**src/verilog/madbg_pkg.sv**
```systemverilog
// Package for the motor debug and parameter-measure register bank
package madbg_pkg;
    localparam int          WB_AW            = 12;
    // Printed offsets are word indices; byte address is four times the index
    localparam logic [11:0] IDX_CMD          = 12'h0ee;
    localparam logic [11:0] IDX_CUR_STATUS   = 12'h0f0;
    localparam logic [11:0] IDX_SPD_STATUS   = 12'h0f2;
    localparam logic [11:0] IDX_BYPASS_CTRL  = 12'h0e0;
    localparam logic [11:0] IDX_GAIN_CFG     = 12'h0e2;
    localparam int          VD_LSB           = 16;
    localparam int          VQ_LSB           = 6;
    localparam int          MEAS_START_BIT   = 5;
    localparam int          MEAS_R_BIT       = 4;
    localparam int          MEAS_L_BIT       = 3;
    localparam int          MEAS_KE_BIT      = 2;
    localparam int          MEAS_MECH_BIT    = 1;
    localparam int          COMMIT_BIT       = 0;
    localparam int          BYPASS_BIT       = 18;
    localparam int          KP_LSB           = 22;
    localparam int          KI_LSB           = 12;
    localparam int          GAIN_W           = 10;
    localparam int          CODE_W           = 10;
    localparam logic [9:0]  CODE_POS_LIMIT   = 10'h1f4;
    localparam logic [9:0]  CODE_NEG_BASE    = 10'h200;
    localparam logic [31:0] ZERO_WORD        = 32'h00000000;

    typedef struct packed {
        logic                  valid;
        logic signed [10:0]    mod_num;
    } madbg_mod_t;

    typedef struct packed {
        logic       start;
        logic       meas_r;
        logic       meas_l;
        logic       meas_ke;
        logic       meas_mech;
    } madbg_meas_t;
endpackage

```
**src/verilog/madbg_regs.sv**
```systemverilog
// Debug command word, forced voltages and controller gain readback
//
// The Wishbone slave port is this design's own decision.
`timescale 1ns/1ps
`default_nettype none
module madbg_regs
    import madbg_pkg::*;
#(
    parameter int GW = GAIN_W
)
(
    input  wire logic              clk,
    input  wire logic              rst_b,
    input  wire logic [WB_AW-1:0]  wb_adr_i,
    input  wire logic [31:0]       wb_dat_i,
    input  wire logic [3:0]        wb_sel_i,
    input  wire logic              wb_we_i,
    input  wire logic              wb_cyc_i,
    input  wire logic              wb_stb_i,
    output logic [31:0]            wb_dat_o,
    output logic                   wb_ack_o,
    output logic                   wb_err_o,
    input  wire logic [GW-1:0]     inner_prop_gain_used,
    input  wire logic [GW-1:0]     inner_integ_gain_used,
    input  wire logic [GW-1:0]     outer_prop_gain_used,
    input  wire logic [GW-1:0]     outer_integ_gain_used,
    output logic                   inner_loop_bypass,
    output logic                   outer_loop_bypass,
    output madbg_mod_t             vd_mod,
    output madbg_mod_t             vq_mod,
    output logic [CODE_W-1:0]      forced_d_axis_voltage,
    output logic [CODE_W-1:0]      forced_q_axis_voltage,
    output madbg_meas_t            meas_cmd,
    output logic                   commit_measured_to_shadow,
    output logic [4*GW-1:0]        gain_cfg
);

    logic [31:0]         wmask;
    logic [31:0]         wr_bits;
    logic                req;
    logic [WB_AW-3:0]    idx;
    logic                hit_cmd;
    logic                hit_cur;
    logic                hit_spd;
    logic                hit_byp;
    logic                hit_cfg;
    logic                rd_ok;
    logic                wr_ok;
    logic                take_rd;
    logic                take_wr;
    logic                wr_cmd;
    logic                wr_byp;
    logic                wr_cfg;
    logic [31:0]         cmd_word;
    logic [31:0]         cmd_q;
    logic [31:0]         rd_d;
    logic [31:0]         cfg_word;
    logic [CODE_W-1:0]   vd_code;
    logic [CODE_W-1:0]   vq_code;
    logic                start_d;
    logic                commit_d;

    // Codes 500..512 carry no modulation; valid drops so the loop can ignore them
    function automatic madbg_mod_t decode_code(input logic [CODE_W-1:0] code);
        madbg_mod_t m;
        m.valid   = 1'b1;
        m.mod_num = 11'sh000;
        if (code < CODE_POS_LIMIT)
            m.mod_num = $signed({1'b0, code});
        else if (code > CODE_NEG_BASE)
            m.mod_num = -$signed({1'b0, code - CODE_NEG_BASE});
        else
            m.valid = 1'b0;
        return m;
    endfunction

    // Status layout: kp on top, ki below it, low bits zero
    function automatic logic [31:0] gain_word(input logic [GW-1:0] kp,
                                              input logic [GW-1:0] ki);
        logic [31:0] w;
        w = ZERO_WORD;
        w[KP_LSB +: GW] = kp;
        w[KI_LSB +: GW] = ki;
        return w;
    endfunction

    // Indices that answer a read; the command word reads back as zero
    function automatic logic readable(input logic [WB_AW-3:0] i);
        logic ok;
        ok = 1'b0;
        case (i)
            IDX_CMD[WB_AW-3:0],
            IDX_CUR_STATUS[WB_AW-3:0],
            IDX_SPD_STATUS[WB_AW-3:0],
            IDX_BYPASS_CTRL[WB_AW-3:0],
            IDX_GAIN_CFG[WB_AW-3:0]:
                ok = 1'b1;
            default:
                ok = 1'b0;
        endcase
        return ok;
    endfunction

    // Status words are read-only, so only these take writes
    function automatic logic writable(input logic [WB_AW-3:0] i);
        logic ok;
        ok = 1'b0;
        case (i)
            IDX_CMD[WB_AW-3:0],
            IDX_BYPASS_CTRL[WB_AW-3:0],
            IDX_GAIN_CFG[WB_AW-3:0]:
                ok = 1'b1;
            default:
                ok = 1'b0;
        endcase
        return ok;
    endfunction

    // Index taken from the word address; byte lanes picked by sel
    assign idx      = wb_adr_i[WB_AW-1:2];
    assign req      = wb_cyc_i && wb_stb_i && !wb_ack_o && !wb_err_o;
    assign hit_cmd  = idx == IDX_CMD[WB_AW-3:0];
    assign hit_cur  = idx == IDX_CUR_STATUS[WB_AW-3:0];
    assign hit_spd  = idx == IDX_SPD_STATUS[WB_AW-3:0];
    assign hit_byp  = idx == IDX_BYPASS_CTRL[WB_AW-3:0];
    assign hit_cfg  = idx == IDX_GAIN_CFG[WB_AW-3:0];
    assign rd_ok    = readable(idx);
    assign wr_ok    = writable(idx);
    assign take_rd  = req && !wb_we_i && rd_ok;
    assign take_wr  = req && wb_we_i && wr_ok;
    assign wr_cmd   = take_wr && hit_cmd;
    assign wr_byp   = take_wr && hit_byp;
    assign wr_cfg   = take_wr && hit_cfg;

    generate
        for (genvar b = 0; b < 4; b++)
        begin : g_mask
            assign wmask[8*b +: 8] = {8{wb_sel_i[b]}};
        end
    endgenerate

    // Merge keeps unselected lanes; wr_bits holds only what is written now
    assign cmd_word = (cmd_q & ~wmask) | (wb_dat_i & wmask);
    assign wr_bits  = wb_dat_i & wmask;
    assign cfg_word = (gain_cfg[31:0] & ~wmask) | wr_bits;
    assign vd_code  = cmd_word[VD_LSB +: CODE_W];
    assign vq_code  = cmd_word[VQ_LSB +: CODE_W];

    // Pulses look only at lanes written now, so a stale one in cmd_q cannot fire again
    assign start_d  = wr_cmd && wr_bits[MEAS_START_BIT];
    assign commit_d = wr_cmd && wr_bits[COMMIT_BIT];

    // Read mux; the command word is write-only and reads as zero
    always_comb
    begin
        rd_d = ZERO_WORD;
        if (hit_cur)
            rd_d = gain_word(inner_prop_gain_used, inner_integ_gain_used);
        else if (hit_spd)
            rd_d = gain_word(outer_prop_gain_used, outer_integ_gain_used);
        else if (hit_byp)
            rd_d[BYPASS_BIT] = inner_loop_bypass;
        else if (hit_cfg)
            rd_d = gain_cfg[31:0];
    end

    // Ack one cycle after the request; the !ack term in req drops it the cycle after
    always_ff @(posedge clk)
    begin
        if (!rst_b)
            wb_ack_o <= 1'b0;
        else
            wb_ack_o <= take_rd || take_wr;
    end

    // Unmapped index or a write to a status word is refused and changes nothing
    always_ff @(posedge clk)
    begin
        if (!rst_b)
            wb_err_o <= 1'b0;
        else
            wb_err_o <= req && !take_rd && !take_wr;
    end

    // Read data stands with ack only; zero otherwise so stale words never leak
    always_ff @(posedge clk)
    begin
        if (!rst_b)
            wb_dat_o <= ZERO_WORD;
        else if (take_rd)
            wb_dat_o <= rd_d;
        else
            wb_dat_o <= ZERO_WORD;
    end

    always_ff @(posedge clk)
    begin
        if (!rst_b)
            cmd_q <= ZERO_WORD;
        else if (wr_cmd)
            cmd_q <= cmd_word;
    end

    // Forced d-axis code and its modulation, held until the next write
    always_ff @(posedge clk)
    begin
        if (!rst_b)
        begin
            forced_d_axis_voltage <= '0;
            vd_mod                <= '0;
        end
        else if (wr_cmd)
        begin
            forced_d_axis_voltage <= vd_code;
            vd_mod                <= decode_code(vd_code);
        end
    end

    // Forced q-axis code uses the same encoding as the d-axis one
    always_ff @(posedge clk)
    begin
        if (!rst_b)
        begin
            forced_q_axis_voltage <= '0;
            vq_mod                <= '0;
        end
        else if (wr_cmd)
        begin
            forced_q_axis_voltage <= vq_code;
            vq_mod                <= decode_code(vq_code);
        end
    end

    // Start pulses for one cycle; enables latch on every command write
    always_ff @(posedge clk)
    begin
        if (!rst_b)
            meas_cmd <= '0;
        else
        begin
            meas_cmd.start <= start_d;
            if (wr_cmd)
            begin
                meas_cmd.meas_r    <= cmd_word[MEAS_R_BIT];
                meas_cmd.meas_l    <= cmd_word[MEAS_L_BIT];
                meas_cmd.meas_ke   <= cmd_word[MEAS_KE_BIT];
                meas_cmd.meas_mech <= cmd_word[MEAS_MECH_BIT];
            end
        end
    end

    // Commit is a one-cycle pulse so the shadow copy happens once per write
    always_ff @(posedge clk)
    begin
        if (!rst_b)
            commit_measured_to_shadow <= 1'b0;
        else
            commit_measured_to_shadow <= commit_d;
    end

    // One bypass bit drives both loops off so forced voltages reach the motor
    always_ff @(posedge clk)
    begin
        if (!rst_b)
            inner_loop_bypass <= 1'b0;
        else if (wr_byp && wb_sel_i[BYPASS_BIT/8])
            inner_loop_bypass <= wb_dat_i[BYPASS_BIT];
    end

    // Speed loop follows the same bit
    always_ff @(posedge clk)
    begin
        if (!rst_b)
            outer_loop_bypass <= 1'b0;
        else if (wr_byp && wb_sel_i[BYPASS_BIT/8])
            outer_loop_bypass <= wb_dat_i[BYPASS_BIT];
    end

    // Configured gains: kp_in, ki_in, kp_out, ki_out from low bits up.
    // Only 32 bits reach the bus, so the top of ki_out stays zero.
    always_ff @(posedge clk)
    begin
        if (!rst_b)
            gain_cfg <= '0;
        else if (wr_cfg)
            gain_cfg <= {{(4*GW-32){1'b0}}, cfg_word};
    end

endmodule
`default_nettype wire
```
**config.mk**
```make
export PLATFORM = sky130hd
export DESIGN_NAME = madbg_regs
export DESIGN_NICKNAME = d
export VERILOG_FILES = /design/src/verilog/madbg_pkg.sv /design/src/verilog/madbg_regs.sv
export SDC_FILE = /design/constraint.sdc
export NUM_CORES = 1
export LEC_CHECK = 0
export ABC_AREA = 1
export BUFFER_PORTS_ARGS = -buffer_cell sky130_fd_sc_hd__buf_4
export CAP_MARGIN = 5
export CORE_ASPECT_RATIO = 1.75
export CORE_MARGIN = 8
export CORE_UTILIZATION = 49
export CTS_CLUSTER_DIAMETER = 100
export CTS_CLUSTER_SIZE = 12
export DETAILED_ROUTE_END_ITERATION = 7
export PLACE_DENSITY_LB_ADDON = 0.15
export SLEW_MARGIN = 10
export SYNTH_ARGS = -nofsm -noshare
export SYNTH_HDL_FRONTEND = slang
export SYNTH_SLANG_ARGS = --single-unit
```
**constraint.sdc**
```tcl
create_clock -name clk -period 2.3 [get_ports clk]
set_input_delay 0.23 -clock clk [delete_from_list [all_inputs] [get_ports clk]]
set_output_delay 0.23 -clock clk [all_outputs]
set_load 0.03 [all_outputs]
```
After elaboration in Yosys (flattened, before gate mapping)
Cells that the tools add are included.
- $add $sub $neg: 4
- $lt $le $gt $ge: 4
- equal/unequal tests: 5
- multiplexer cells: 16
- bitwise operators: 9
- reductions and logical operators: 25
- operators with widths (kind ; number):
    $and A32 B32 Y32 ; 3
    $mux W32 ; 3
    $or A32 B32 Y32 ; 2
    $eq A10 B8 Y1 const B ; 5
    $mux W11 ; 4
    $not A32 Y32 ; 1
    $neg A10 Y11 ; 2
    $gt A10 B10 Y1 const B ; 2
    $lt A10 B9 Y1 const B ; 2
    $sub A10 B10 Y10 const B ; 2
    $mux W18 ; 1
    $logic_and A1 B1 Y1 ; 15
    $mux W13 ; 1
    $mux W1 ; 7
    $reduce_or A6 Y1 ; 1
    $logic_not A1 Y1 ; 5
    $reduce_or A5 Y1 ; 1
    $not A1 Y1 ; 3
    $reduce_or A3 Y1 ; 1
    $reduce_and A2 Y1 ; 1
    $logic_or A1 B1 Y1 ; 1
- register bits after elaboration: 149
- input bits: 93
- output and inout port bits: 126
- logic and storage cells: 82

Logic depth before layout (Yosys ltp)
Gate-level depths: netlist of run 1.
- depth after elaboration: 8
- gate-level depth with buffers: 13
- depth with buffers taken out: 12

Worst setup path after synthesis of run 1
No wires, ideal clock.
- kind: reg2reg
- from: register cmd_q[7]
- to: register vq_mod[11] (netlist bit)
- setup time: 0.129 ns
- data arrival time: 1.645 ns
- data required time: 2.171 ns
- setup slack: 0.526 ns
- stages on the path, launching flop included: 10
- path buffers: 0
- period minus slack after synthesis: 1.774 ns
- cell sequence: dfxtp_1 -> o21ai_0 -> ha_1 -> nand3_1 -> nor2_1 -> nand2_2 -> nand2_2 -> a21oi_2 -> a21oi_1 -> nor2_1
- longest elaborated chain between the ends: 5
- elaborated cells on any way between the ends: 6
- those cells by class: 2 x order compare; 2 x mux; 2 x bitwise
- ends and longest elaborated chain (what ; line ; text):
    start, declared ; madbg_regs.sv:55 ; logic [31:0] cmd_q;
    start signal, assigned ; madbg_regs.sv:201 ; cmd_q <= cmd_word;
    $and A32 B32 Y32 * ; madbg_regs.sv:143 ; assign cmd_word = (cmd_q & ~wmask) | (wb_dat_i & wmask);
    $or A32 B32 Y32 * ; madbg_regs.sv:143 ;
    $gt A10 B10 Y1 ; madbg_regs.sv:70 ; else if (code > CODE_NEG_BASE)
    $mux W1 ; madbg_regs.sv:70 ;
    $mux W1 * ; madbg_regs.sv:68 ; if (code < CODE_POS_LIMIT)
    end signal, assigned ; madbg_regs.sv:230 ; vq_mod <= decode_code(vq_code);
    end, declared ; madbg_regs.sv:30 ; output madbg_mod_t vq_mod,
Mark *: on every way between the ends. The rest lies on a longest branch, timed or not.
A chain may end at the register's enable or synchronous reset.

Worst setup path after layout of run 1
- from: register cmd_q[7]
- to: register vq_mod[8] (netlist bit)
- longest elaborated chain between the ends: 6
- elaborated cells on any way between the ends: 8
- those cells by class: 2 x add/sub; 2 x order compare; 2 x mux; 2 x bitwise
- ends and longest elaborated chain (what ; line ; text):
    $and A32 B32 Y32 * ; madbg_regs.sv:143 ;
    $or A32 B32 Y32 * ; madbg_regs.sv:143 ;
    $sub A10 B10 Y10 ; madbg_regs.sv:71 ; m.mod_num = -$signed({1'b0, code - CODE_NEG_BASE});
    $neg A10 Y11 ; madbg_regs.sv:71 ;
    $mux W11 ; madbg_regs.sv:70 ;
    $mux W11 * ; madbg_regs.sv:68 ;
Marks and branches as above.

==> metrics, run 1 <==
status=finished clean; Crit. End Element=register; Crit path required time=2.59 ns; share of cells above drive strength 1=29.6%; I/O Pins=about 220; post-synthesis cell area=5460 sq um; CTS Sinks=117; dpl cells=roughly 1.1k; vias per cell=approximately 5.1; Rows=51; die height=156 um; largest net degree at the start of global routing=52; WL/cell=15.9 um; post-route ant nets=0; area delta synth->final=40.0%; clk_lat worst skew=0.41 ns; starting density of the core=around half; Seq cells post-synth=117; Netlist cell types=36; Min-Delay Path Class=primary input to register; Worst-path clk slew=0.06 ns; WS Path Type=register to register; post_cts resized=0; Post-Route WL=around 18 mm; grt ovf=0; Worst path slowest cell=dfxtp_1; min cycle time layout=1.91 ns; period utilization=82.9%; initial antenna violation count=0; drt initial violations=254; maximum fanout along the worst path=4; DP Worst Slack=between 0.3 and 0.4 ns; relative slew slack=50.5%; Final Util=69.6%; final worst slack=0.393 ns; Slew Limit Fails=0; CP peak stage delay=0.32 ns; power density cells=673 nW/um^2; CTS tree=done; HPWL after detailed placement=13.8 mm; syn_area_per_cell=7.06 sq um; Nets=around 1.1k; final setup vio count=0; max_cap viols=0; clock buffer depth=2; H-tree Lvls=4; Hold Buf Count CTS=0; setup TNS=0 ns; VDD IR-drop max=0.525 mV; measured slew at the worst slew-check pin=0.741 ns; vias in the first global route=5413; Worst Path Arrival=2.20 ns; fin cells=1120; Detailed Routing Iterations Pass 1=5; first-pass GRT wire length=27.4 mm; Lkg Pwr=3.55 nW; RD Place Congestion=0.882; root buffer cell=clkbuf_16; top cell type by total area after synthesis=dfxtp_1; Setup Skew=0.00667 ns; core area=about 11000 sq um; number of port buffers=208; n_diodes=0; TritonCTS buffer count=17; area share of the leading cell type in the synthesized netlist=42.9%; Die ar.=14900 sq um; critical path, cell by cell=o21ai_0 > ha_1 > nand3_1 > nor2_1 > nand2_2 > nand3_1 > a21oi_1 > nor2_1 > nor2_1; Final Hold Fails=0; CP Launch Type=register; synth top area cells=dfxtp_1, nand2_1, a21oi_1; f_max=524 MHz; Power Total=5.14 mW; CP dominant cell by count=nor2_1; Synth Warn #=0; worst path bufs/invs=0; GRT Total Usage=23.6%; Mapped Cells=773; DR vias=~5.7k; Post CTS Setup Buffer Count=0; Die Width=95.8 um; unrepaired setup endpoints after global routing=no; CP delay by family, top=simple AND/OR/NAND/NOR gates; # DRC=0; part of the Yosys area used for sequential elements=42.9%
[Yosys cell counts, drive strengths merged]
| library cell | instances |
|---|---|
| nand2 | 182 |
| dfxtp | 117 |
| inv | 95 |
| nor2 | 82 |
| o21ai | 77 |
| a21oi | 72 |
| nand3 | 57 |
| buf | 28 |
| clkbuf | 14 |
| o211ai | 13 |
| nor3 | 8 |
| o21a | 8 |
| nand4 | 6 |
| nand3b | 3 |
| ha | 2 |
| xor2 | 2 |
| clkinv | 1 |
| conb | 1 |
| nor3b | 1 |
| nor4 | 1 |
| o2111ai | 1 |
| o22ai | 1 |
| or2 | 1 |
[cells by family (layout without fill, tap and decap cells)]
| group | count (synthesis) | after routing | synth area share [%] |
|---|---|---|---|
| compound gates | 172 | 172 | 17.2 |
| xor+xnor | 2 | 2 | 0.321 |
| fa+ha+maj | 2 | 2 | 0.459 |
| buf+inv | 138 | 346 | 11.2 |
| flops | 117 | 117 | 42.9 |
| other cells | 1 | 8 | 0.0687 |
| simple gates | 341 | 341 | 27.8 |
[tightest hold or removal path, cell delays in order]
cell     delay [ns]
buf_4          0.08
inv_1          0.04
a21oi_1        0.10
[layout make-up]
class / instances / area [sq um]
Fill cell: 991 / 3340
Multi-Input combinational cell: 525 / 2530
Tap cell: 132 / 165
Inverter: 96 / 360
Clock inverter: 15 / 181
Timing Repair Buffer: 218 / 1640
Sequential cell: 117 / 2340
Clock buffer: 17 / 425
[metrics by stage]
stage	instance area [sq um]	hold WS, ns
final	7640	0.0688
after global routing	7640	0.0729
after CTS	7640	0.0571
after detailed placement	7030	0.437
after global placement	7030	0.433
after floorplan	5480	0.365
[worst paths after layout]
check / end / cells after the start / slack, ns / start
hold reg to reg: wb_dat_o[4]$_SDFF_PP0_ / 2 / 0.45 / register
setup / recovery: vq_mod[8]$_SDFFE_PN0N_ / 9 / 0.39 / cmd_q[7]$_SDFFE_PN0N_
hold / removal: register / 3 / 0.07 / wb_dat_i[2]
setup reg to reg: vq_mod[8]$_SDFFE_PN0N_ / 9 / 0.39 / cmd_q[7]$_SDFFE_PN0N_
[placed cells by master, fill, tap and decap left out, types with 5 or more instances in the layout]
cell type,count
nand3_2,5
nand2_1,169
nand3_1,52
conb_1,8
inv_1,88
inv_6,7
a21oi_1,68
nor2_1,74
inv_2,7
o211ai_1,13
o21ai_0,68
clkbuf_16,17
o21a_1,8
nor3_1,5
nand4_1,6
nand2_2,12
dfxtp_1,117
o21ai_1,8
buf_4,218
[power breakdown]
part | internal (mW) | total (mW) | leakage, nW | switching (mW)
clock | 1.65 | 2.72 | 0.294 | 1.08
sequential | 2.03 | 2.03 | 0.942 | 0.000401
combinational | 0.168 | 0.391 | 2.32 | 0.223
[metal layers]
| metal | vias up | wire [um] | GRT usage (%) | part of all wire (%) |
|---|---|---|---|---|
| met2 | 201 | 9390 | 41.8 | 53 |
| met4 | 0 | 451 | 9.43 | 2.5 |
| met1 | 2543 | 6590 | 25.6 | 37 |
| met5 | - | 0 | 0 | 0 |
| li1 | 2889 | - | - | - |
| met3 | 25 | 1340 | 5.98 | 7.5 |
Note: power is estimated with default switching activity, not from simulation.
==> run 2: changes to the inputs <==
Settings changed: ABC_AREA 1 to 0, CORE_UTILIZATION 49 to 48.
Clock period 2.3 ns to 1.8 ns, I/O delays scaled along.
==> run 2 against run 1 <==
Net effect: the run now ends with setup timing left; worst setup slack worse by 0.52 ns; global-route usage is 2.6 points higher; flip-flop and latch count unchanged; critical path depth fell by 1; count of clock-buffer cells in the layout grew 4; total power increased by 36%; via count is 0.80% higher; cell count is 13% lower; synthesized cell count down 28%; critical endpoint is now cmd_q[18]$_SDFFE_PN0N_; critical path type unchanged; highest routed layer unchanged.
==> metrics, run 2 <==
status=finished with violations; failing checks=setup timing; Seq cells post-synth=117; Main synth FF type=dfxtp_1; Slew Limit Fails=0; most instantiated cells after synthesis=dfxtp_1, mux2i_1, nor2_1, nand2_1, nor2b_1; HPWL after detailed placement=15.0 mm; vias per cell=5.83; period utilization=107%; n_diodes=0; first-pass GRT wire length=slightly above 30 mm; final setup vio count=51; Nets=931; maximum fanout along the worst path=10; Lkg Pwr=3.99 nW; post-route ant nets=0; Worst Path Arrival=2.21 ns; most frequent cells in the layout=buf_4, dfxtp_1, mux2i_1; Mapped Cells=around 550; measured slew at the worst slew-check pin=0.606 ns; relative slew slack=59.3%; Worst-path clk slew=0.06 ns; area delta synth->final=62.6%; clock buffer depth=2; drt initial violations=394; clk_lat worst skew=just over 0.4 ns; number of port buffers=between 200 and 250; Die ar.=~15000 sq um; vias in the first global route=5920; Netlist cell types=58; RD Place Congestion=0.920; WL/cell=21.3 um; Setup Skew=0.00760 ns; area share of the leading cell type in the synthesized netlist=~44%; EDFF count, synth=0; Synth Warn #=0; part of the Yosys area used for sequential elements=44.4%; Hold Buf Count CTS=0; TritonCTS buffer count=17; launch point of the worst hold path=inner_prop_gain_used[7]; Post-Route WL=about 21 mm; Worst Setup SP=wb_err_o$_SDFF_PN0_; Crit. End Element=register; CP Launch Type=register; synth top area cells=dfxtp_1, mux2i_1, nor2b_1; min cycle time layout=between 1.5 and 2 ns; FF-to-FF setup slack=-0.12 ns; count leader, synth=dfxtp_1; DR vias=5703; syn_area_per_cell=about 9.5 sq um; Crit path required time=2.09 ns; root buffer cell=clkbuf_16; f_max=520 MHz; Synth async-reset ratio=0%; finished layout cell area=8570 sq um; share of cells above drive strength 1=47.1%; CTS Sinks=roughly 120; max_cap viols=0; FF-to-FF Start=wb_err_o$_SDFF_PN0_; final worst slack=-0.123 ns; core area=10700 sq um; unrepaired setup endpoints after global routing=yes; top cell type by total area after synthesis=dfxtp_1; CTS tree=done; post-place instance area=approximately 7500 sq um; most common cell after layout, fill and taps aside=buf_4; H-tree Lvls=4; post-synthesis cell area=5270 sq um; starting density of the core=49.3%; setup TNS=-3.26 ns; Final Hold Fails=0; power density cells=~800 nW/um^2; Die Width=95.2 um; # DRC=0; Min-Delay Path Class=primary input to register; grt ovf=0; VDD IR-drop max=0.699 mV; I/O Pins=219; Rows=50; GRT Total Usage=between 20% and 30%; die height=155 um; initial antenna violation count=0; WS Path Type=register to register; largest net degree at the start of global routing=38; Detailed Routing Iterations Pass 1=8
## run 2: logic make-up (layout without fill, tap and decap cells)
family                   count (synthesis)  after routing  share of synthesized area, %
XOR/XNOR                                12             12                          1.99
buffers and inverters                   50            337                          4.79
flip-flops                             117            117                          44.4
multiplexers                            56             56                          10.8
AND/OR/NAND/NOR                        198            200                          20.5
other                                    1              8                        0.0711
AO/OA/AOI/OAI                          117            117                          17.0
adder cells (fa/ha/maj)                  2              2                         0.475
## run 2: critical path, cell delays in order (launching register included)
cell and delay (ns):
dfxtp_4 0.35, nor4bb_4 0.35, nand2_4 0.15, nor4_4 0.31, buf_6 0.21, buf_6 0.16, nand2_1 0.10, nand2_1 0.08
a21boi_0 0.08
## run 2: layout make-up
type                            instances  area [sq um]
Multi-Input combinational cell        395          3010
Clock inverter                         11           195
Clock buffer                           21           472
Sequential cell                       117          2350
Fill cell                             679          2120
Inverter                                4          15.0
Timing Repair Buffer                  301          2370
Tap cell                              130           163
## run 2: where the power goes
group	switching [mW]	total, mW	internal [mW]
logic	0.308	0.607	0.299
registers	0.00104	2.59	2.59
clock network	1.23	3.81	2.58
total	1.54	7.01	5.47
## run 2: path summary, 6_finish.rpt
kind                                  end  cells past startpoint
setup / recovery   cmd_q[18]$_SDFFE_PN0N_                      8
hold / removal    wb_dat_o[29]$_SDFF_PN0_                      3
setup reg to reg   cmd_q[18]$_SDFFE_PN0N_                      8
hold reg to reg    vq_mod[9]$_SDFFE_PN0N_                      2
## run 2: through the flow
stage	hold WS, ns	setup WS [ns]	cells	power, mW	utilization, %
2_1_floorplan	0.330	-0.277	560	2.90	-
5_1_grt	0.00598	-0.217	979	7.17	80.1
6_report	0.00718	-0.123	979	7.01	80.1
3_3_place_gp	0.423	-0.177	939	3.20	70.5
4_1_cts	0.000711	-0.0832	977	6.98	78.7
3_5_place_dp	0.425	-0.248	939	3.21	70.5
## run 2: timing repair
item                       CTS  global route
setup endpoints to repair   69            71
buffers inserted             5             1
gates cloned                 1             2
gates resized for setup     50            33
pin swaps                   18            16
## run 2: routing by layer
layer / routed length, um / GRT usage, % / share of wire (%) / vias up
met4: 920 / 15.3 / 4.4 / 0
met5: 0 / 0 / 0 / -
met1: 6760 / 23.7 / 32 / 2763
li1: - / - / - / 2568
met3: 1690 / 6.40 / 8.1 / 69
met2: 11500 / 49.6 / 55 / 303
==> run 3: changes to the inputs <==
Settings changed: CORE_UTILIZATION 48 to 52.
Clock period 1.8 ns to 2.44 ns, I/O delays scaled along.
==> run 3 against run 2 <==
Net effect: the run now ends clean; worst setup slack gained 0.36 ns; clock skew up 0.0017 ns; core utilization shrank 3.0 points; cell count is 8.3% lower; largest cell class unchanged; largest power group unchanged.
==> metrics, run 3 (synthesis results as in run 2) <==
status=finished clean; unrepaired setup endpoints after global routing=no; Crit path required time=2.76 ns; Crit. End Element=register; setup TNS=0 ns; CTS tree=done; Final Hold Fails=0; WS Path Type=register to register; Worst Path Arrival=2.52 ns; Die ar.=13700 sq um; CP Launch Type=register; post-route ant nets=0; post-place instance area=6960 sq um; clk_lat worst skew=0.41 ns; drt initial violations=366; number of port buffers=around 210; period utilization=90.3%; Post CTS Setup Buffer Count=0; GRT Total Usage=25.0%; final setup vio count=0; Worst path slowest cell=nor4bb_2; clock buffer depth=2; vias in the first global route=5308; post_cts resized=0; f_max=454 MHz; Post-Route WL=17.6 mm; most frequent cells in the layout=buf_4, dfxtp_1, mux2i_1; CTS Sinks=117; maximum fanout along the worst path=54; DR vias=~5.2k; max_cap viols=0; DP Worst Slack=0.173 ns; Worst-path clk slew=0.05 ns; Slew Limit Fails=0; min cycle time layout=2.20 ns; CP peak stage delay=0.41 ns; CP delay by family, top=simple AND/OR/NAND/NOR gates; WL/cell=19.6 um; starting density of the core=53.5%; Detailed Routing Iterations Pass 1=6; Nets=856; H-tree Lvls=4; Die Width=92.1 um; VDD IR-drop max=0.634 mV; die height=149 um; initial antenna violation count=0; Setup Skew=between 0.009 and 0.01 ns; share of cells above drive strength 1=35.7%; RD Place Congestion=0.912; worst path bufs/invs=2; critical path, cell by cell=nor4bb_2 > nand2_1 > nor4_2 > buf_12 > buf_4 > nand3_1 > a21boi_0; Min-Delay Path Class=primary input to register; finished layout cell area=7600 sq um; area delta synth->final=44.2%; power density cells=653 nW/um^2; # DRC=0; vias per cell=about 5.7; TritonCTS buffer count=17; n_diodes=0; root buffer cell=clkbuf_16; fin cells=898; grt ovf=0; core area=9850 sq um; Rows=48; measured slew at the worst slew-check pin=0.532 ns; Filler Cells Inserted=704; HPWL after detailed placement=between 10 and 15 mm; relative slew slack=64.2%; first-pass GRT wire length=around 27 mm; I/O Pins=219; largest net degree at the start of global routing=55; Lkg Pwr=3.60 nW; final worst slack=0.237 ns; dpl cells=867; Hold Buf Count CTS=0; most common cell after layout, fill and taps aside=buf_4
==> run 3: layout make-up <==
type / count / area [sq um] / share of cell area (%)
clock inverter: 10 / 178 / 2.34
clock buffer: 21 / 460 / 6.06
multi-input combinational: 393 / 2720 / 35.8
tap: 125 / 156 / 2.06
sequential: 117 / 2340 / 30.8
inverter: 4 / 15.0 / 0.198
timing repair buffer: 228 / 1720 / 22.7
==> run 3: per-stage QoR <==
step,power (mW),hold slack (ns),util (%)
after detailed placement,2.31,0.463,70.6
after floorplan,2.13,0.394,-
after global placement,2.30,0.451,70.6
after global routing,5.10,0.0771,77.2
final,4.96,0.0804,77.2
after CTS,4.98,0.0696,77.1
==> run 3: path summary, 6_finish.rpt <==
path,startpoint,to,slack (ns),cells past startpoint
hold reg to reg,vq_mod[9]$_SDFFE_PN0N_,vq_mod[9]$_SDFFE_PN0N_,0.47,2
hold / removal,inner_prop_gain_used[2],wb_dat_o[24]$_SDFF_PN0_,0.08,3
setup reg to reg,wb_ack_o$_SDFF_PN0_,vd_mod[0]$_SDFFE_PN0N_,0.24,7
setup / recovery,wb_ack_o$_SDFF_PN0_,vd_mod[0]$_SDFFE_PN0N_,0.24,7
==> run 3: worst register-to-register path: cells and delay by family (launching register included) <==
family | cells | cell delay, ns
and+or+nand+nor | 4 | 1.07
buffers and inverters | 2 | 0.53
DFF | 1 | 0.31
AOI/OAI and AO/OA | 1 | 0.21
==> run 3: layer usage <==
metal  up-vias  global-route usage [%]  wire length, um
met5         -                       0                0
met4         0                    10.5              484
met3        36                    8.06             1260
met2       240                    46.9             9570
met1      2472                    24.1             6290
li1       2410                       -                -
==> run 3: report_power, final <==
group | internal [mW] | total (mW) | switching [mW]
clock | 1.85 | 2.68 | 0.831
sequential | 1.91 | 1.91 | 0.000527
combinational | 0.176 | 0.364 | 0.188
